## src/logic/xchg_pkg.sv

```systemverilog
package xchg_pkg;

  // Nibble and instruction word widths
  localparam int NIB_W = 4;
  localparam int INSTR_W = 10;
  localparam int BANK_W = 2;
  localparam int OPC_W = 6;
  localparam int DP_W = BANK_W + 2 * NIB_W;

  // Opcode field position inside the instruction word
  localparam int OPC_LSB = 4;
  localparam int IMM_LSB = 0;

  // Bit of the load value that a carry load takes
  localparam int CARRY_LSB = 0;

  // Upper six bits of the three exchange encodings
  localparam logic [OPC_W-1:0] OPC_SWAP = 6'h2D;
  localparam logic [OPC_W-1:0] OPC_SWAP_DOWN = 6'h2F;
  localparam logic [OPC_W-1:0] OPC_SWAP_UP = 6'h2E;

  // Row values that trigger a skip after the step
  localparam logic [NIB_W-1:0] ROW_WRAP_UP = 4'h0;
  localparam logic [NIB_W-1:0] ROW_WRAP_DOWN = 4'hF;
  localparam logic [NIB_W-1:0] ROW_STEP = 4'h1;

  // Reset values
  localparam logic [NIB_W-1:0] NIB_RST = 4'h0;
  localparam logic [BANK_W-1:0] BANK_RST = 2'h0;
  localparam logic CARRY_RST = 1'b0;

  // Row movement selected by the decoded instruction
  typedef enum logic [1:0] {
    ROW_HOLD = 2'b00,
    ROW_DOWN = 2'b01,
    ROW_UP = 2'b10
  } row_op_t;

endpackage : xchg_pkg

```

## src/logic/xchg_dec_if.sv

```systemverilog
`timescale 1ns/1ps
`default_nettype none

// Instruction word in, decoded exchange controls out
interface xchg_dec_if;
  logic [xchg_pkg::INSTR_W-1:0] instr;
  logic valid;
  logic swap;
  xchg_pkg::row_op_t row_op;
  logic [xchg_pkg::NIB_W-1:0] imm;

  modport core (output instr, output valid, input swap, input row_op, input imm);
  modport dec (input instr, input valid, output swap, output row_op, output imm);
endinterface : xchg_dec_if

`default_nettype wire

```

## src/logic/xchg_decode.sv

```systemverilog
`timescale 1ns/1ps
`default_nettype none

// Pure decode of the three exchange encodings
module xchg_decode (
  xchg_dec_if.dec d // Decode channel
);

  wire logic [xchg_pkg::OPC_W-1:0] opc;
  wire logic hit_plain;
  wire logic hit_down;
  wire logic hit_up;

  // Opcode and immediate fields
  assign opc = d.instr[xchg_pkg::OPC_LSB +: xchg_pkg::OPC_W];
  assign d.imm = d.instr[xchg_pkg::IMM_LSB +: xchg_pkg::NIB_W];

  // Only a word that really executes counts; a skipped word decodes as nothing
  assign hit_plain = d.valid && (opc == xchg_pkg::OPC_SWAP);
  assign hit_down = d.valid && (opc == xchg_pkg::OPC_SWAP_DOWN);
  assign hit_up = d.valid && (opc == xchg_pkg::OPC_SWAP_UP);

  assign d.swap = hit_plain || hit_down || hit_up;
  assign d.row_op = hit_down ? xchg_pkg::ROW_DOWN :
                    hit_up ? xchg_pkg::ROW_UP : xchg_pkg::ROW_HOLD;

endmodule : xchg_decode

`default_nettype wire

```

## src/logic/accum_ram_exchange_exec.sv

```systemverilog
`timescale 1ns/1ps
`default_nettype none

// What this block does
// - An exchange word swaps the accumulator with the RAM nibble at the data pointer and XORs the column with the 4-bit immediate.
// - The row-up form adds one to the row after the swap and asks to skip the next word when the row becomes 0.
// - The row-up form asks for no skip when the new row is anything other than 0.
// - The row-down form subtracts one from the row and asks to skip the next word only when the row becomes 15.
module accum_ram_exchange_exec (
  input wire logic CLK_SYS_IN, // Instruction clock, 20 MHz
  input wire logic SYS_RST_IN, // Async reset, active high
  input wire logic [xchg_pkg::INSTR_W-1:0] INSTR_IN, // Current instruction word
  input wire logic INSTR_VALID_IN, // Word executes this cycle
  input wire logic [xchg_pkg::NIB_W-1:0] RAM_RDATA_IN, // Nibble at data pointer
  input wire logic LOAD_ACC_IN, // Other group writes accumulator
  input wire logic LOAD_COL_IN, // Other group writes column
  input wire logic LOAD_ROW_IN, // Other group writes row
  input wire logic LOAD_BANK_IN, // Other group writes bank
  input wire logic LOAD_CARRY_IN, // Other group writes carry
  input wire logic [xchg_pkg::NIB_W-1:0] LOAD_DATA_IN, // Value for the loads
  output logic [xchg_pkg::NIB_W-1:0] ACC_OUT, // Accumulator
  output logic [xchg_pkg::NIB_W-1:0] COL_OUT, // Column register
  output logic [xchg_pkg::NIB_W-1:0] ROW_OUT, // Row register
  output logic CARRY_OUT, // Carry flag
  output logic [xchg_pkg::DP_W-1:0] DP_ADDR_OUT, // Data pointer {bank,col,row}
  output logic RAM_WE_OUT, // RAM write strobe
  output logic [xchg_pkg::DP_W-1:0] RAM_WADDR_OUT, // RAM write address
  output logic [xchg_pkg::NIB_W-1:0] RAM_WDATA_OUT, // RAM write data
  output logic SKIP_REQ_OUT // Skip the next word
);

  // Architectural state owned here
  logic [xchg_pkg::NIB_W-1:0] acc_q;
  logic [xchg_pkg::NIB_W-1:0] acc_d;
  logic [xchg_pkg::NIB_W-1:0] col_q;
  logic [xchg_pkg::NIB_W-1:0] col_d;
  logic [xchg_pkg::NIB_W-1:0] row_q;
  logic [xchg_pkg::NIB_W-1:0] row_d;
  logic [xchg_pkg::BANK_W-1:0] bank_q;
  logic [xchg_pkg::BANK_W-1:0] bank_d;
  logic carry_q;
  logic carry_d;

  // Deferred RAM write and skip request
  logic we_q;
  logic [xchg_pkg::DP_W-1:0] waddr_q;
  logic [xchg_pkg::NIB_W-1:0] wdata_q;
  logic skip_q;
  logic skip_d;

  // Decode channel
  xchg_dec_if dec_ch ();

  wire logic [xchg_pkg::NIB_W-1:0] row_stepped;
  wire logic [xchg_pkg::DP_W-1:0] dp_now;
  wire logic row_wrapped;
  wire logic fwd_hit;
  wire logic [xchg_pkg::NIB_W-1:0] ram_nib;

  // Row after the step; plain 4-bit wrap in both directions
  function automatic logic [xchg_pkg::NIB_W-1:0] step_row(
    input logic [xchg_pkg::NIB_W-1:0] row,
    input xchg_pkg::row_op_t op
  );
    logic [xchg_pkg::NIB_W-1:0] r;
    r = row;
    unique case (op)
      xchg_pkg::ROW_UP: r = row + xchg_pkg::ROW_STEP;
      xchg_pkg::ROW_DOWN: r = row - xchg_pkg::ROW_STEP;
      xchg_pkg::ROW_HOLD: r = row;
      default: r = row;
    endcase
    return r;
  endfunction : step_row

  // Wrap test on the stepped row, direction dependent
  function automatic logic wrap_hit(
    input logic [xchg_pkg::NIB_W-1:0] row,
    input xchg_pkg::row_op_t op
  );
    logic hit;
    hit = 1'b0;
    unique case (op)
      xchg_pkg::ROW_UP: hit = (row == xchg_pkg::ROW_WRAP_UP);
      xchg_pkg::ROW_DOWN: hit = (row == xchg_pkg::ROW_WRAP_DOWN);
      xchg_pkg::ROW_HOLD: hit = 1'b0;
      default: hit = 1'b0;
    endcase
    return hit;
  endfunction : wrap_hit

  // Feed the decoder; instruction comes from core logic on the same clock
  assign dec_ch.instr = INSTR_IN;
  assign dec_ch.valid = INSTR_VALID_IN;

  xchg_decode u_decode (
    .d(dec_ch.dec)
  );

  // Refuse package values that the slicing and wrap logic here cannot serve
  if (xchg_pkg::OPC_LSB + xchg_pkg::OPC_W != xchg_pkg::INSTR_W) begin : bad_opc_field
    $error("Opcode field must end at the top of the instruction word");
  end

  if (xchg_pkg::IMM_LSB + xchg_pkg::NIB_W > xchg_pkg::OPC_LSB) begin : bad_imm_field
    $error("Immediate field must sit below the opcode field");
  end

  if (xchg_pkg::DP_W != xchg_pkg::BANK_W + 2 * xchg_pkg::NIB_W) begin : bad_dp_width
    $error("Data pointer must be exactly bank, column and row");
  end

  if (xchg_pkg::BANK_W > xchg_pkg::NIB_W) begin : bad_bank_width
    $error("Bank is loaded from one nibble and cannot be wider");
  end

  // Decode would give the first match silently if two encodings collided
  if (xchg_pkg::OPC_SWAP == xchg_pkg::OPC_SWAP_DOWN || xchg_pkg::OPC_SWAP == xchg_pkg::OPC_SWAP_UP
      || xchg_pkg::OPC_SWAP_DOWN == xchg_pkg::OPC_SWAP_UP) begin : bad_opc_codes
    $error("The three exchange encodings must be distinct");
  end

  // Skip points must sit one step either side of the wrap
  if (xchg_pkg::ROW_WRAP_DOWN + xchg_pkg::ROW_STEP != xchg_pkg::ROW_WRAP_UP) begin : bad_wrap
    $error("Row wrap points must be one step apart");
  end

  // Address is taken before the column and row move
  assign dp_now = {bank_q, col_q, row_q};
  assign row_stepped = step_row(row_q, dec_ch.row_op);
  assign row_wrapped = wrap_hit(row_stepped, dec_ch.row_op);

  // The write of an exchange lands one edge late, so a second exchange on the same
  // nibble in the next cycle would read stale RAM; take the pending write instead
  assign fwd_hit = we_q && (waddr_q == dp_now);
  assign ram_nib = fwd_hit ? wdata_q : RAM_RDATA_IN;

  // Accumulator: exchange beats a load from another group in the same cycle
  assign acc_d = dec_ch.swap ? ram_nib :
                 LOAD_ACC_IN ? LOAD_DATA_IN : acc_q;

  // Column: XOR with the immediate, whole 0..15 range
  assign col_d = dec_ch.swap ? (col_q ^ dec_ch.imm) :
                 LOAD_COL_IN ? LOAD_DATA_IN : col_q;

  // Row: stepped only by the up and down forms
  assign row_d = dec_ch.swap ? row_stepped :
                 LOAD_ROW_IN ? LOAD_DATA_IN : row_q;

  // Bank is never changed by an exchange
  assign bank_d = (LOAD_BANK_IN && !dec_ch.swap) ?
                  LOAD_DATA_IN[xchg_pkg::BANK_W-1:0] : bank_q;

  // Carry only follows its own load; an exchange leaves it as is
  assign carry_d = (LOAD_CARRY_IN && !dec_ch.swap) ?
                   LOAD_DATA_IN[xchg_pkg::CARRY_LSB] : carry_q;

  // Skip asked for only on a wrap; plain form never skips
  assign skip_d = dec_ch.swap && row_wrapped;

  // Register state; one edge updates accumulator, column and row, the RAM write-back lands one edge later
  always_ff @(posedge CLK_SYS_IN or posedge SYS_RST_IN) begin
    if (SYS_RST_IN) begin
      acc_q <= xchg_pkg::NIB_RST;
      col_q <= xchg_pkg::NIB_RST;
      row_q <= xchg_pkg::NIB_RST;
      bank_q <= xchg_pkg::BANK_RST;
      carry_q <= xchg_pkg::CARRY_RST;
    end else begin
      acc_q <= acc_d;
      col_q <= col_d;
      row_q <= row_d;
      bank_q <= bank_d;
      carry_q <= carry_d;
    end
  end

  // Old accumulator goes back to the old address one edge later,
  // so the RAM sees a write port with no combinational path from decode
  always_ff @(posedge CLK_SYS_IN or posedge SYS_RST_IN) begin
    if (SYS_RST_IN) begin
      we_q <= 1'b0;
      waddr_q <= '0;
      wdata_q <= xchg_pkg::NIB_RST;
    end else begin
      we_q <= dec_ch.swap;
      waddr_q <= dp_now;
      wdata_q <= acc_q;
    end
  end

  // Skip pulse lands in the cycle of the following word
  always_ff @(posedge CLK_SYS_IN or posedge SYS_RST_IN) begin
    if (SYS_RST_IN) begin
      skip_q <= 1'b0;
    end else begin
      skip_q <= skip_d;
    end
  end

  // All outputs straight from flops; the pointer is a bare concatenation of three
  // registers, so it carries no logic between flop and pin
  assign ACC_OUT = acc_q;
  assign COL_OUT = col_q;
  assign ROW_OUT = row_q;
  assign CARRY_OUT = carry_q;
  assign DP_ADDR_OUT = dp_now;

  // Write port, one cycle behind the exchange
  assign RAM_WE_OUT = we_q;
  assign RAM_WADDR_OUT = waddr_q;
  assign RAM_WDATA_OUT = wdata_q;

  // Skip request; the sequencer, not this block, must drop the valid of the next word
  assign SKIP_REQ_OUT = skip_q;

endmodule : accum_ram_exchange_exec

`default_nettype wire

```

## config.mk

```make
export PLATFORM = sky130hd
export DESIGN_NAME = accum_ram_exchange_exec
export DESIGN_NICKNAME = d
export VERILOG_FILES = /design/src/logic/xchg_pkg.sv /design/src/logic/xchg_dec_if.sv /design/src/logic/xchg_decode.sv /design/src/logic/accum_ram_exchange_exec.sv
export SDC_FILE = /design/constraint.sdc
export NUM_CORES = 1
export LEC_CHECK = 0
export BUFFER_PORTS_ARGS = -buffer_cell sky130_fd_sc_hd__buf_4
export CAP_MARGIN = 40
export CORE_ASPECT_RATIO = 0.6
export CORE_MARGIN = 1
export CORE_UTILIZATION = 47
export DETAILED_ROUTE_END_ITERATION = 10
export GPL_TIMING_DRIVEN = 0
export PLACE_DENSITY = 0.83
export SETUP_SLACK_MARGIN = 0.02
export SLEW_MARGIN = 5
export SYNTH_ARGS = -nofsm -noshare
export SYNTH_HDL_FRONTEND = slang
export SYNTH_SLANG_ARGS = --single-unit
```

## constraint.sdc

```tcl
create_clock -name CLK_SYS_IN -period 2.7 [get_ports CLK_SYS_IN]
set_clock_uncertainty 0.05 [all_clocks]
set_input_delay 0 -clock CLK_SYS_IN [delete_from_list [all_inputs] [get_ports CLK_SYS_IN]]
set_output_delay 0 -clock CLK_SYS_IN [all_outputs]
set_load 0.1 [all_outputs]
```

==> summary.md, run 1 <==
| Metric | Value |
|---|---|
| DR iter-0 viols | `between 70 and 80` |
| Via count | `1373` |
| Clock net sink count | `31` |
| Reg2reg start | `COL_OUT[2]` |
| Routed wl met2 | `~1800 µm` |
| Final worst setup slack | `0.295 ns` |
| Routed wire length on met3 | `between 300 and 400 µm` |
| Max cap viols | `0` |
| Most frequent cells in the layout | `buf_4, dfrtp_1, dlygate4sd3_1` |
| Worst path max stage delay | `roughly 0.57 ns` |
| Nets@finish | `between 200 and 250` |
| Slew margin rel. | `63.6%` |
| Via-per-instance ratio | `5.26` |
| CTS clk-pin slew, worst paths | `0.07 ns` |
| Share of the yosys chip area belonging to registers | `51.8%` |
| Die Width | `approximately 75 µm` |
| CP Buf/Inv Count | `1` |
| Syn Area/Cell | `~11 µm²` |
| Arrival time at the worst endpoint | `2.52 ns` |
| Crit path kind | `register to register` |
| Crit-path cells | `xnor2_1 -> nand4_1 -> nor3_2 -> mux2i_1 -> a21oi_1 -> dlygate4sd3_1` |
| Synth Register Bits | `31` |
| Worst hold path class | `input pin to register` |
| Synth unique cells | `30` |
| Grt total ovfl | `0` |
| Worst Path Required | `2.81 ns` |
| Ratio of cells with drive above 1 in the final layout | `42.9%` |
| Number of buffers added on ports | `64` |
| Vias in the first global route | `roughly 1300` |
| Maximum vdd drop | `~410 µV` |
| Hpwl dp | `2740 µm` |
| Comb power frac | `41.2%` |
| Share of power burned in registers | `32.0%` |
| Worst reg2reg path depth | `6` |
| Chip Height | `about 46 µm` |
| Routed length on met1 | `1740 µm` |
| Min-Delay Startpoint | `RAM_RDATA_IN[3]` |
| Initial antenna violation count | `0` |
| IO Count | `65` |
| Largest net degree at the start of global routing | `22` |
| Hold path depth | `3` |
| Worst-Skew Late Latency | `0.28 ns` |
| Place WS | `0.145 ns` |
| Yosys warning count | `0` |
| Cts bufs inserted | `5` |
| Net Switching | `0.756 mW` |
| WHS Endpoint | `ACC_OUT[3]` |
| First-pass GRT wire length | `6150 µm` |
| Max Used Layer | `met4` |
| Synth Cell Area | `1500 µm²` |
| Status | `complete, no violations` |
| Final Setup Violations | `0` |
| Final period utilization | `approximately nine tenths` |
| GRT Total Usage | `between 20% and 30%` |
| Clock share of power | `26.8%` |
| Setup TNS Final | `0 ns` |
| Initial core utilization | `50.8%` |
| Fmax achieved | `416 MHz` |
| Syn nets | `between 150 and 200` |
| CORE AREA | `2950 µm²` |
| Diode count | `0` |
| Actual slew at the worst max-slew pin | `0.543 ns` |
| Avg WL per Cell | `14.9 µm` |
| Cell row count | `15` |
| Final hold vios | `0` |
| Initial DRT Pass Iterations | `4` |
| Static leakage | `1.06 nW` |
| Final ANT Viol Nets | `0` |
| R2r endpoint | `ACC_OUT[2]` |
| Commonest non-fill, non-tap cell in the layout | `buf_4` |
| Switching share of power | `43.2%` |
| Die area | `3420 µm²` |
| Internal power | `between 0.9 and 1 mW` |
| WL final | `3880 µm` |
| RSZ-0062 raised after global routing | `false` |
| Routability Congestion | `0.798` |
| CTS Root Buffer Type | `clkbuf_8` |
| Power Density | `~760 nW/µm²` |
| Final Critical Period | `approximately 2.4 ns` |
| Worst setup EP type | `register` |
| Syn Inst Count | `133` |
| TritonCTS clock tree | `built` |
| R2R Setup Slk | `0.29 ns` |
| Area Overhead vs Synth | `54.4%` |
| Bufs on Longest Clock Path | `2` |
| Pins Over Slew Limit | `0` |
| Worst path top cell family by delay | `simple AND/OR/NAND/NOR gates` |
| H-tree level count | `2` |
| # DRC | `0` |
| CP Launch Type | `register` |
| Worst Path Max Fanout | `6` |
| Crit path max-delay cell type | `dlygate4sd3_1` |
[worst register-to-register path, cell delays in order, from the launching register on]
cell and delay (ns):
dfrtp_1 0.45, xnor2_1 0.23, nand4_1 0.14, nor3_2 0.50
mux2i_1 0.28, a21oi_1 0.08, dlygate4sd3_1 0.57
[cells in the mapped netlist, drive strengths merged]
master | number | share of area (%)
or3 | 1 | 0.50
mux2 | 7 | 5.3
fa | 1 | 1.3
nand4 | 4 | 1.7
inv | 5 | 1.3
ha | 2 | 1.7
buf | 9 | 4.3
a31oi | 3 | 1.3
o21ba | 1 | 0.67
clkinv | 1 | 0.25
nor3b | 2 | 1.0
or4 | 1 | 0.75
clkbuf | 2 | 0.58
nand3 | 2 | 0.67
mux2i | 5 | 3.3
xnor2 | 11 | 6.4
a21oi | 6 | 2.0
o22ai | 2 | 0.84
a311oi | 4 | 2.3
or3b | 1 | 0.58
nand2 | 5 | 1.3
o31ai | 1 | 0.50
nor3 | 2 | 0.67
a211o | 1 | 0.58
nor2 | 10 | 2.5
dfrtp | 31 | 52
a211oi | 7 | 3.5
nor2b | 6 | 2.5
[metrics by stage]
stage / cell area (µm²) / hold slack (ns) / power [mW] / std cells / utilization [%]
after floorplan: 1500 / 0.0528 / 1.10 / 133 / -
after global placement: 2030 / 0.149 / 1.25 / 239 / 69.0
after detailed placement: 2060 / 0.00530 / 1.27 / 240 / 69.9
after CTS: 2310 / 0.00135 / 1.75 / 261 / 78.3
after global routing: 2310 / 0.0168 / 1.81 / 261 / 78.5
final: 2310 / 0.00819 / 1.75 / 261 / 78.5
[power by group through the flow]
stage	Sequential, mW	Clock [mW]	Combinational [mW]
floorplan	0.889	0	0.209
global placement	0.563	0	0.688
detailed placement	0.567	0	0.700
CTS	0.559	0.476	0.720
global route	0.568	0.497	0.749
finish	0.560	0.469	0.721
[cells by family after synthesis]
logic type,count (synthesis),share of synthesized area [%]
buf+inv,17,6.35
compound gates,25,11.7
xor+xnor,11,6.43
fa+ha+maj,3,3.01
simple gates,34,12.1
mux,12,8.61
flops,31,51.8
[layer usage]
layer  GRT usage (%)  up-vias
li1                -      640
met1            34.7      648
met2            40.5       76
met3            6.19        9
met4            9.43        0
met5               0        -
[state kept, by name, indices dropped and copies added, names as in the netlist]
register	cells
COL_OUT	4
RAM_WE_OUT	1
RAM_WDATA_OUT	4
CARRY_OUT	1
bank_q	2
ROW_OUT	4
RAM_WADDR_OUT	10
ACC_OUT	4
SKIP_REQ_OUT	1
[layout make-up]
class,count,area (µm²)
buffer,11,72.6
clock buffer,6,82.6
clock inverter,2,35.0
fill,179,634
inverter,6,22.5
multi-input combinational,85,632
sequential,31,777
tap,42,52.6
timing repair buffer,78,638
[timing repair]
action,in CTS,in global routing
gates resized for setup,0,1
hold endpoints to repair,21,0
setup endpoints to repair,0,1
hold buffers,13,0
buffers inserted,0,0
[how the worst max path moves through the flow]
stage	start	endpoint	slack, ns	cells after the start
after CTS	COL_OUT[2]	ACC_OUT[2]	0.09	6
after floorplan	ROW_OUT[2]	SKIP_REQ_OUT	0.07	6
after global placement	INSTR_IN[6]	SKIP_REQ_OUT	0.22	11
after global routing	COL_OUT[2]	ACC_OUT[2]	0.17	6
final	COL_OUT[2]	ACC_OUT[2]	0.29	6
after detailed placement	INSTR_IN[7]	SKIP_REQ_OUT	0.15	11
No activity file was read; power rests on OpenSTA's default activity.
==> run 2, diff against run 1 <==
--- a/config.mk
+++ b/config.mk
@@ -9,11 +9,12 @@
 export CAP_MARGIN = 40
 export CORE_ASPECT_RATIO = 0.6
 export CORE_MARGIN = 1
-export CORE_UTILIZATION = 47
+export CORE_UTILIZATION = 50
 export DETAILED_ROUTE_END_ITERATION = 10
 export GPL_TIMING_DRIVEN = 0
-export PLACE_DENSITY = 0.83
+export PLACE_DENSITY = 0.88
 export SETUP_SLACK_MARGIN = 0.02
+export SKIP_LAST_GASP = 1
 export SLEW_MARGIN = 5
 export SYNTH_ARGS = -nofsm -noshare
 export SYNTH_HDL_FRONTEND = slang
==> constraint.sdc (replaced) <==
create_clock -name CLK_SYS_IN -period 2.9 [get_ports CLK_SYS_IN]
set_clock_uncertainty 0.05 [all_clocks]
set_input_delay 0 -clock CLK_SYS_IN [delete_from_list [all_inputs] [get_ports CLK_SYS_IN]]
set_output_delay 0 -clock CLK_SYS_IN [all_outputs]
set_load 0.1 [all_outputs]
==> run 2 against run 1 <==
Effect of this change:
- combinational power decreased by 4.4%
- sequential power shrank 6.4%
- sequential share of layout area down 0.054 points
- cell count increased by 1.1%
- register-to-register slack improved by 0.23 ns
- worst setup slack improved by 0.20 ns
- sequential cell count did not move
- routed wire length increased by 26%
- count of clock-buffer cells in the layout grew 1
- design area is the same
==> summary.md, run 2 (synthesis gave the netlist of run 1 again) <==
| Metric | Value |
|---|---|
| Status | `complete, no violations` |
| Final Critical Period | `2.41 ns` |
| Avg WL per Cell | `approximately 18 µm` |
| Most frequent cells in the layout | `buf_4, dfrtp_1, dlygate4sd3_1` |
| WL final | `about 4900 µm` |
| Worst reg2reg path depth | `6` |
| R2r endpoint | `SKIP_REQ_OUT` |
| Slew margin rel. | `57.5%` |
| Diode count | `0` |
| CP Launch Point | `INSTR_IN[7]` |
| Worst hold path class | `input pin to register` |
| Core Util, Final | `86.8%` |
| CP endpoint | `SKIP_REQ_OUT` |
| Actual slew at the worst max-slew pin | `0.636 ns` |
| Setup TNS Final | `0 ns` |
| Commonest non-fill, non-tap cell in the layout | `buf_4` |
| Reg2reg start | `ROW_OUT[1]` |
| Bufs on Longest Clock Path | `2` |
| Routability Congestion | `0.882` |
| Largest net degree at the start of global routing | `18` |
| Via-per-instance ratio | `approximately 5.6` |
| Worst-Skew Late Latency | `around 0.28 ns` |
| Post-CTS Setup Bufs | `0` |
| CORE AREA | `between 2000 and 3000 µm²` |
| Worst Path Required | `approximately 3.1 ns` |
| Chip Height | `between 40 and 50 µm` |
| Worst Path Max Fanout | `3` |
| Top Usage Layer GRT | `met2` |
| # DRC | `0` |
| Met2 Usage GRT | `roughly three fifths` |
| DR iter-0 viols | `150` |
| Initial antenna violation count | `0` |
| Maximum vdd drop | `417 µV` |
| Hpwl dp | `2970 µm` |
| Arrival time at the worst endpoint | `2.56 ns` |
| Final Setup Violations | `0` |
| Met1 Resource Use GR | `41.8%` |
| TritonCTS clock tree | `built` |
| Number of buffers added on ports | `64` |
| Crit path kind | `input pin to register` |
| IO Count | `between 60 and 70` |
| CTS Root Buffer Type | `clkbuf_8` |
| Max FFs per register | `10` |
| Initial DRT Pass Iterations | `6` |
| Die area | `3230 µm²` |
| Worst setup EP type | `register` |
| Share of power burned in registers | `34.0%` |
| Cts bufs inserted | `5` |
| Internal power | `between 0.8 and 0.9 mW` |
| CTS clk-pin slew, worst paths | `0.07 ns` |
| Area Overhead vs Synth | `54.4%` |
| Cell row count | `14` |
| Max cap viols | `0` |
| Grt total ovfl | `0` |
| Clock net sink count | `31` |
| CP Launch Type | `input pin` |
| Net Switching | `slightly above 0.7 mW` |
| R2R Setup Slk | `0.52 ns` |
| Final ANT Viol Nets | `0` |
| Fillers | `between 100 and 150` |
| RSZ-0062 raised after global routing | `false` |
| Clock share of power | `a little over a fifth` |
| Pins Over Slew Limit | `0` |
| H-tree level count | `2` |
| Vias in the first global route | `1507` |
| Static leakage | `between 1 and 1.5 nW` |
| Initial core utilization | `56.2%` |
| Power Density | `around 670 nW/µm²` |
| Met3 GRT Util | `~8.9%` |
| Ratio of cells with drive above 1 in the final layout | `40.6%` |
| Nets@finish | `approximately 250` |
| Comb power frac | `44.7%` |
| GRT Total Usage | `33.9%` |
| Die Width | `roughly 73 µm` |
| Switching share of power | `between 40% and 50%` |
| Fmax achieved | `between 400 and 500 MHz` |
| Final period utilization | `83.1%` |
| Final hold vios | `0` |
| Via count | `~1500` |
| First-pass GRT wire length | `7760 µm` |
[run 2: cell count changes in the layout (fill, tap and decap cells not counted)]
cell           previous run  this run
dfrtp_2                   1         0
buf_2                     0         1
dlygate4sd3_1            13        17
clkbuf_1                  1         3
dfrtp_1                  30        31
nor3_1                    1         2
bufinv_16                 1         0
nor3_2                    1         0
clkbuf_8                  6         5
[run 2: worst min path at each step]
stage | startpoint | end | slack (ns) | depth (start not counted)
global placement | INSTR_IN[2] | COL_OUT[2] | 0.15 | 2
floorplan | SYS_RST_IN | ACC_OUT[0] | 0.05 | 1
finish | LOAD_CARRY_IN | CARRY_OUT | 0.004 | 3
CTS | LOAD_CARRY_IN | CARRY_OUT | 0.005 | 3
global route | LOAD_CARRY_IN | CARRY_OUT | 0.02 | 3
detailed placement | SYS_RST_IN | RAM_WADDR_OUT[4] | 0.07 | 2
[run 2: critical path, stage by stage]
cell,delay (ns)
buf_4,0.08
nand4_1,0.11
nor3b_1,0.39
nand2_1,0.16
inv_1,0.10
ha_1,0.23
a211oi_1,0.36
nor3b_1,0.15
or4_4,0.47
a211o_1,0.33
a21oi_1,0.18
[run 2: layer usage]
metal,vias up,part of all wire [%],wire (µm)
li1,649,-,-
met3,19,10,502
met4,0,3.0,148
met2,114,48,2350
met1,696,38,1870
met5,-,0,0
[run 2: layout make-up]
cell class / instances / area, µm² / area share [%]
flip-flops and latches: 31 / 776 / 33.5
repair buffers: 83 / 683 / 29.5
multi-input cells: 85 / 627 / 27.1
clock buffers: 7 / 76.3 / 3.30
plain buffers: 11 / 72.6 / 3.14
well taps: 40 / 50.0 / 2.16
inverters: 6 / 22.5 / 0.974
clock inverters: 1 / 5.00 / 0.216
[run 2: stage by stage]
| stage | cells | hold WS, ns | setup WS [ns] | total power [mW] | instance area, µm² |
|---|---|---|---|---|---|
| after floorplan | 133 | 0.0528 | 0.218 | 1.02 | 1500 |
| final | 264 | 0.00409 | 0.490 | 1.54 | 2310 |
| after CTS | 263 | 0.00473 | 0.209 | 1.52 | 2310 |
| after detailed placement | 238 | 0.0693 | 0.345 | 1.18 | 2060 |
| after global placement | 237 | 0.150 | 0.430 | 1.16 | 2030 |
| after global routing | 264 | 0.0196 | 0.352 | 1.59 | 2310 |
[run 2: timing repair]
item	4_1_cts	5_1_grt
endpoints found under the hold margin	26	0
resized for setup	0	0
hold buffers	17	0
[run 2: power groups by stage]
| stage | combinational (mW) | clock (mW) | sequential [mW] |
|---|---|---|---|
| 2_1_floorplan | 0.195 | 0 | 0.828 |
| 3_3_place_gp | 0.640 | 0 | 0.524 |
| 3_5_place_dp | 0.653 | 0 | 0.528 |
| 4_1_cts | 0.677 | 0.326 | 0.521 |
| 5_1_grt | 0.708 | 0.350 | 0.529 |
| 6_report | 0.689 | 0.330 | 0.524 |
==> run 3, diff against run 2 <==
--- a/config.mk
+++ b/config.mk
@@ -9,10 +9,10 @@
 export CAP_MARGIN = 40
 export CORE_ASPECT_RATIO = 0.6
 export CORE_MARGIN = 1
-export CORE_UTILIZATION = 50
+export CORE_UTILIZATION = 42
 export DETAILED_ROUTE_END_ITERATION = 10
 export GPL_TIMING_DRIVEN = 0
-export PLACE_DENSITY = 0.88
+export PLACE_DENSITY = 0.79
 export SETUP_SLACK_MARGIN = 0.02
 export SKIP_LAST_GASP = 1
 export SLEW_MARGIN = 5
==> constraint.sdc (replaced) <==
create_clock -name CLK_SYS_IN -period 1.96 [get_ports CLK_SYS_IN]
set_clock_uncertainty 0.05 [all_clocks]
set_input_delay 0 -clock CLK_SYS_IN [delete_from_list [all_inputs] [get_ports CLK_SYS_IN]]
set_output_delay 0 -clock CLK_SYS_IN [all_outputs]
set_load 0.1 [all_outputs]
==> run 3 against run 2 <==
Effect of this change:
- the flow now finishes with violations (negative setup slack)
- combinational power grew 47%
- worst setup slack lost 0.61 ns
- worst hold slack gained 0.013 ns
- register-to-register slack lost 0.64 ns
- sequential share of layout area grew 0.15 points
- die area grew 18%
- design area grew 3.9%
- sequential power grew 49%
- first-iteration DRC count shrank 77%
- cell count grew 1.5%
- via count shrank 7.2%
- critical endpoint unchanged
- largest cell class unchanged
==> summary.md, run 3 (synthesis gave the netlist of run 1 again) <==
| Metric | Value |
|---|---|
| Status | `complete, but fails checks` |
| Failing checks | `negative setup slack` |
| Fillers | `240` |
| Place WS | `-0.510 ns` |
| Final worst setup slack | `-0.121 ns` |
| Diode count | `0` |
| Final period utilization | `106%` |
| Met1 Resource Use GR | `30.2%` |
| Top Usage Layer GRT | `met2` |
| Number of buffers added on ports | `64` |
| Die area | `3820 µm²` |
| Worst Path Required | `about 2.1 ns` |
| DR iter-0 viols | `34` |
| Met2 Usage GRT | `approximately two fifths` |
| Static leakage | `1.07 nW` |
| # DRC | `0` |
| Final Setup Violations | `1` |
| Die Width | `79.1 µm` |
| Hpwl dp | `2980 µm` |
| Actual slew at the worst max-slew pin | `~0.60 ns` |
| Initial DRT Pass Iterations | `4` |
| Nets@finish | `roughly 250` |
| Cell row count | `16` |
| Slew margin rel. | `60.1%` |
| Initial core utilization | `45.1%` |
| Final hold vios | `0` |
| Cts bufs inserted | `5` |
| GRT Total Usage | `23.1%` |
| Max cap viols | `0` |
| Min-Delay Startpoint | `LOAD_ACC_IN` |
| Via count | `about 1400` |
| Max FFs per register | `10` |
| IO Count | `between 60 and 70` |
| Grt total ovfl | `0` |
| Worst Path Max Fanout | `3` |
| Maximum vdd drop | `585 µV` |
| TritonCTS clock tree | `built` |
| Arrival time at the worst endpoint | `between 2 and 2.5 ns` |
| Most frequent cells in the layout | `buf_4, dfrtp_2, dlygate4sd3_1` |
| Largest net degree at the start of global routing | `19` |
| Routability Congestion | `about 0.76` |
| Bufs on Longest Clock Path | `2` |
| First-pass GRT wire length | `6240 µm` |
| Final ANT Viol Nets | `0` |
| Worst-Skew Late Latency | `0.28 ns` |
| H-tree level count | `2` |
| Initial antenna violation count | `0` |
| Crit path kind | `register to register` |
| CP Launch Type | `register` |
| Final hold slack | `0.0172 ns` |
| Chip Height | `48.3 µm` |
| CTS clk-pin slew, worst paths | `0.06 ns` |
| Commonest non-fill, non-tap cell in the layout | `buf_4` |
| CP Launch Point | `ROW_OUT[1]` |
| Setup TNS Final | `-0.121 ns` |
| Via-per-instance ratio | `5.12` |
| RSZ-0062 raised after global routing | `true` |
| Clock net sink count | `31` |
| WL final | `4050 µm` |
| Final Critical Period | `2.08 ns` |
| Area Overhead vs Synth | `60.4%` |
| CTS Root Buffer Type | `clkbuf_8` |
| CORE AREA | `between 3000 and 4000 µm²` |
| Power Density | `957 nW/µm²` |
| Vias in the first global route | `~1300` |
| Met3 GRT Util | `5.23%` |
| Fmax achieved | `481 MHz` |
| Pins Over Slew Limit | `0` |
| Worst hold path class | `input pin to register` |
| Reg2reg start | `ROW_OUT[1]` |
| Worst setup EP type | `register` |
| Ratio of cells with drive above 1 in the final layout | `54.7%` |
| Avg WL per Cell | `15.1 µm` |
run 3: cell types whose count changed in the layout (fill, tap and decap cells not counted), sizes merged:
| cell | before | now |
|---|---|---|
| dlygate4sd3 | 17 | 15 |
| buf | 75 | 76 |
| inv | 5 | 6 |
| clkinv | 2 | 1 |
run 3: path summary, 6_finish.rpt:
| kind | slack (ns) | cells after the start | end |
|---|---|---|---|
| max reg2reg | -0.12 | 6 | SKIP_REQ_OUT |
| min in group asynchronous | 0.29 | 3 | ROW_OUT[1] |
| min | 0.02 | 3 | ACC_OUT[1] |
| max | -0.12 | 6 | SKIP_REQ_OUT |
| min reg2reg | 0.36 | 0 | RAM_WDATA_OUT[0] |
| max in group asynchronous | 1.05 | 4 | ROW_OUT[2] |
run 3: layout make-up:
class                           instances  area [µm²]  area share [%]
Sequential cell                        31         810            33.7
Multi-Input combinational cell         85         677            28.2
Timing Repair Buffer                   82         673            28.0
Clock buffer                            7        86.3            3.59
Buffer                                 11        72.6            3.02
Tap cell                               45        56.3            2.34
Inverter                                6        22.5           0.938
Clock inverter                          1        5.00           0.208
run 3: metrics by stage:
stage / utilization [%] / power (mW) / instances / area [µm²]
2_1_floorplan: - / 1.53 / 133 / 1570
3_5_place_dp: 64.1 / 1.77 / 243 / 2130
3_3_place_gp: 63.3 / 1.74 / 242 / 2100
4_1_cts: 72.1 / 2.31 / 268 / 2400
5_1_grt: 72.3 / 2.39 / 268 / 2400
6_report: 72.3 / 2.30 / 268 / 2400
run 3: what timing repair did:
| action | 4_1_cts | 5_1_grt |
|---|---|---|
| resized for setup | 2 | 3 |
| hold endpoints to repair | 26 | 0 |
| pin swaps | 0 | 2 |
| setup buffers | 2 | 0 |
| cloned | 0 | 0 |
| hold buffers | 15 | 0 |
| setup endpoints to repair | 2 | 7 |
run 3: power by group:
part           switching, mW  internal [mW]  total (mW)
clock network          0.222          0.283       0.504
logic                  0.746          0.268        1.01
registers             0.0688          0.713       0.782
total                   1.04           1.26        2.30
run 3: metal layers:
metal	vias up	routed length [µm]
met1	656	1820
met5	-	0
met4	0	70
met3	12	265
li1	651	-
met2	53	1890
run 3: worst max-delay path, cell delays in order (launching register included):
cell      delay (ns)
dfrtp_4         0.49
ha_4            0.27
a211oi_2        0.07
o21ba_2         0.22
or4_4           0.50
a211o_1         0.28
a21oi_2         0.12
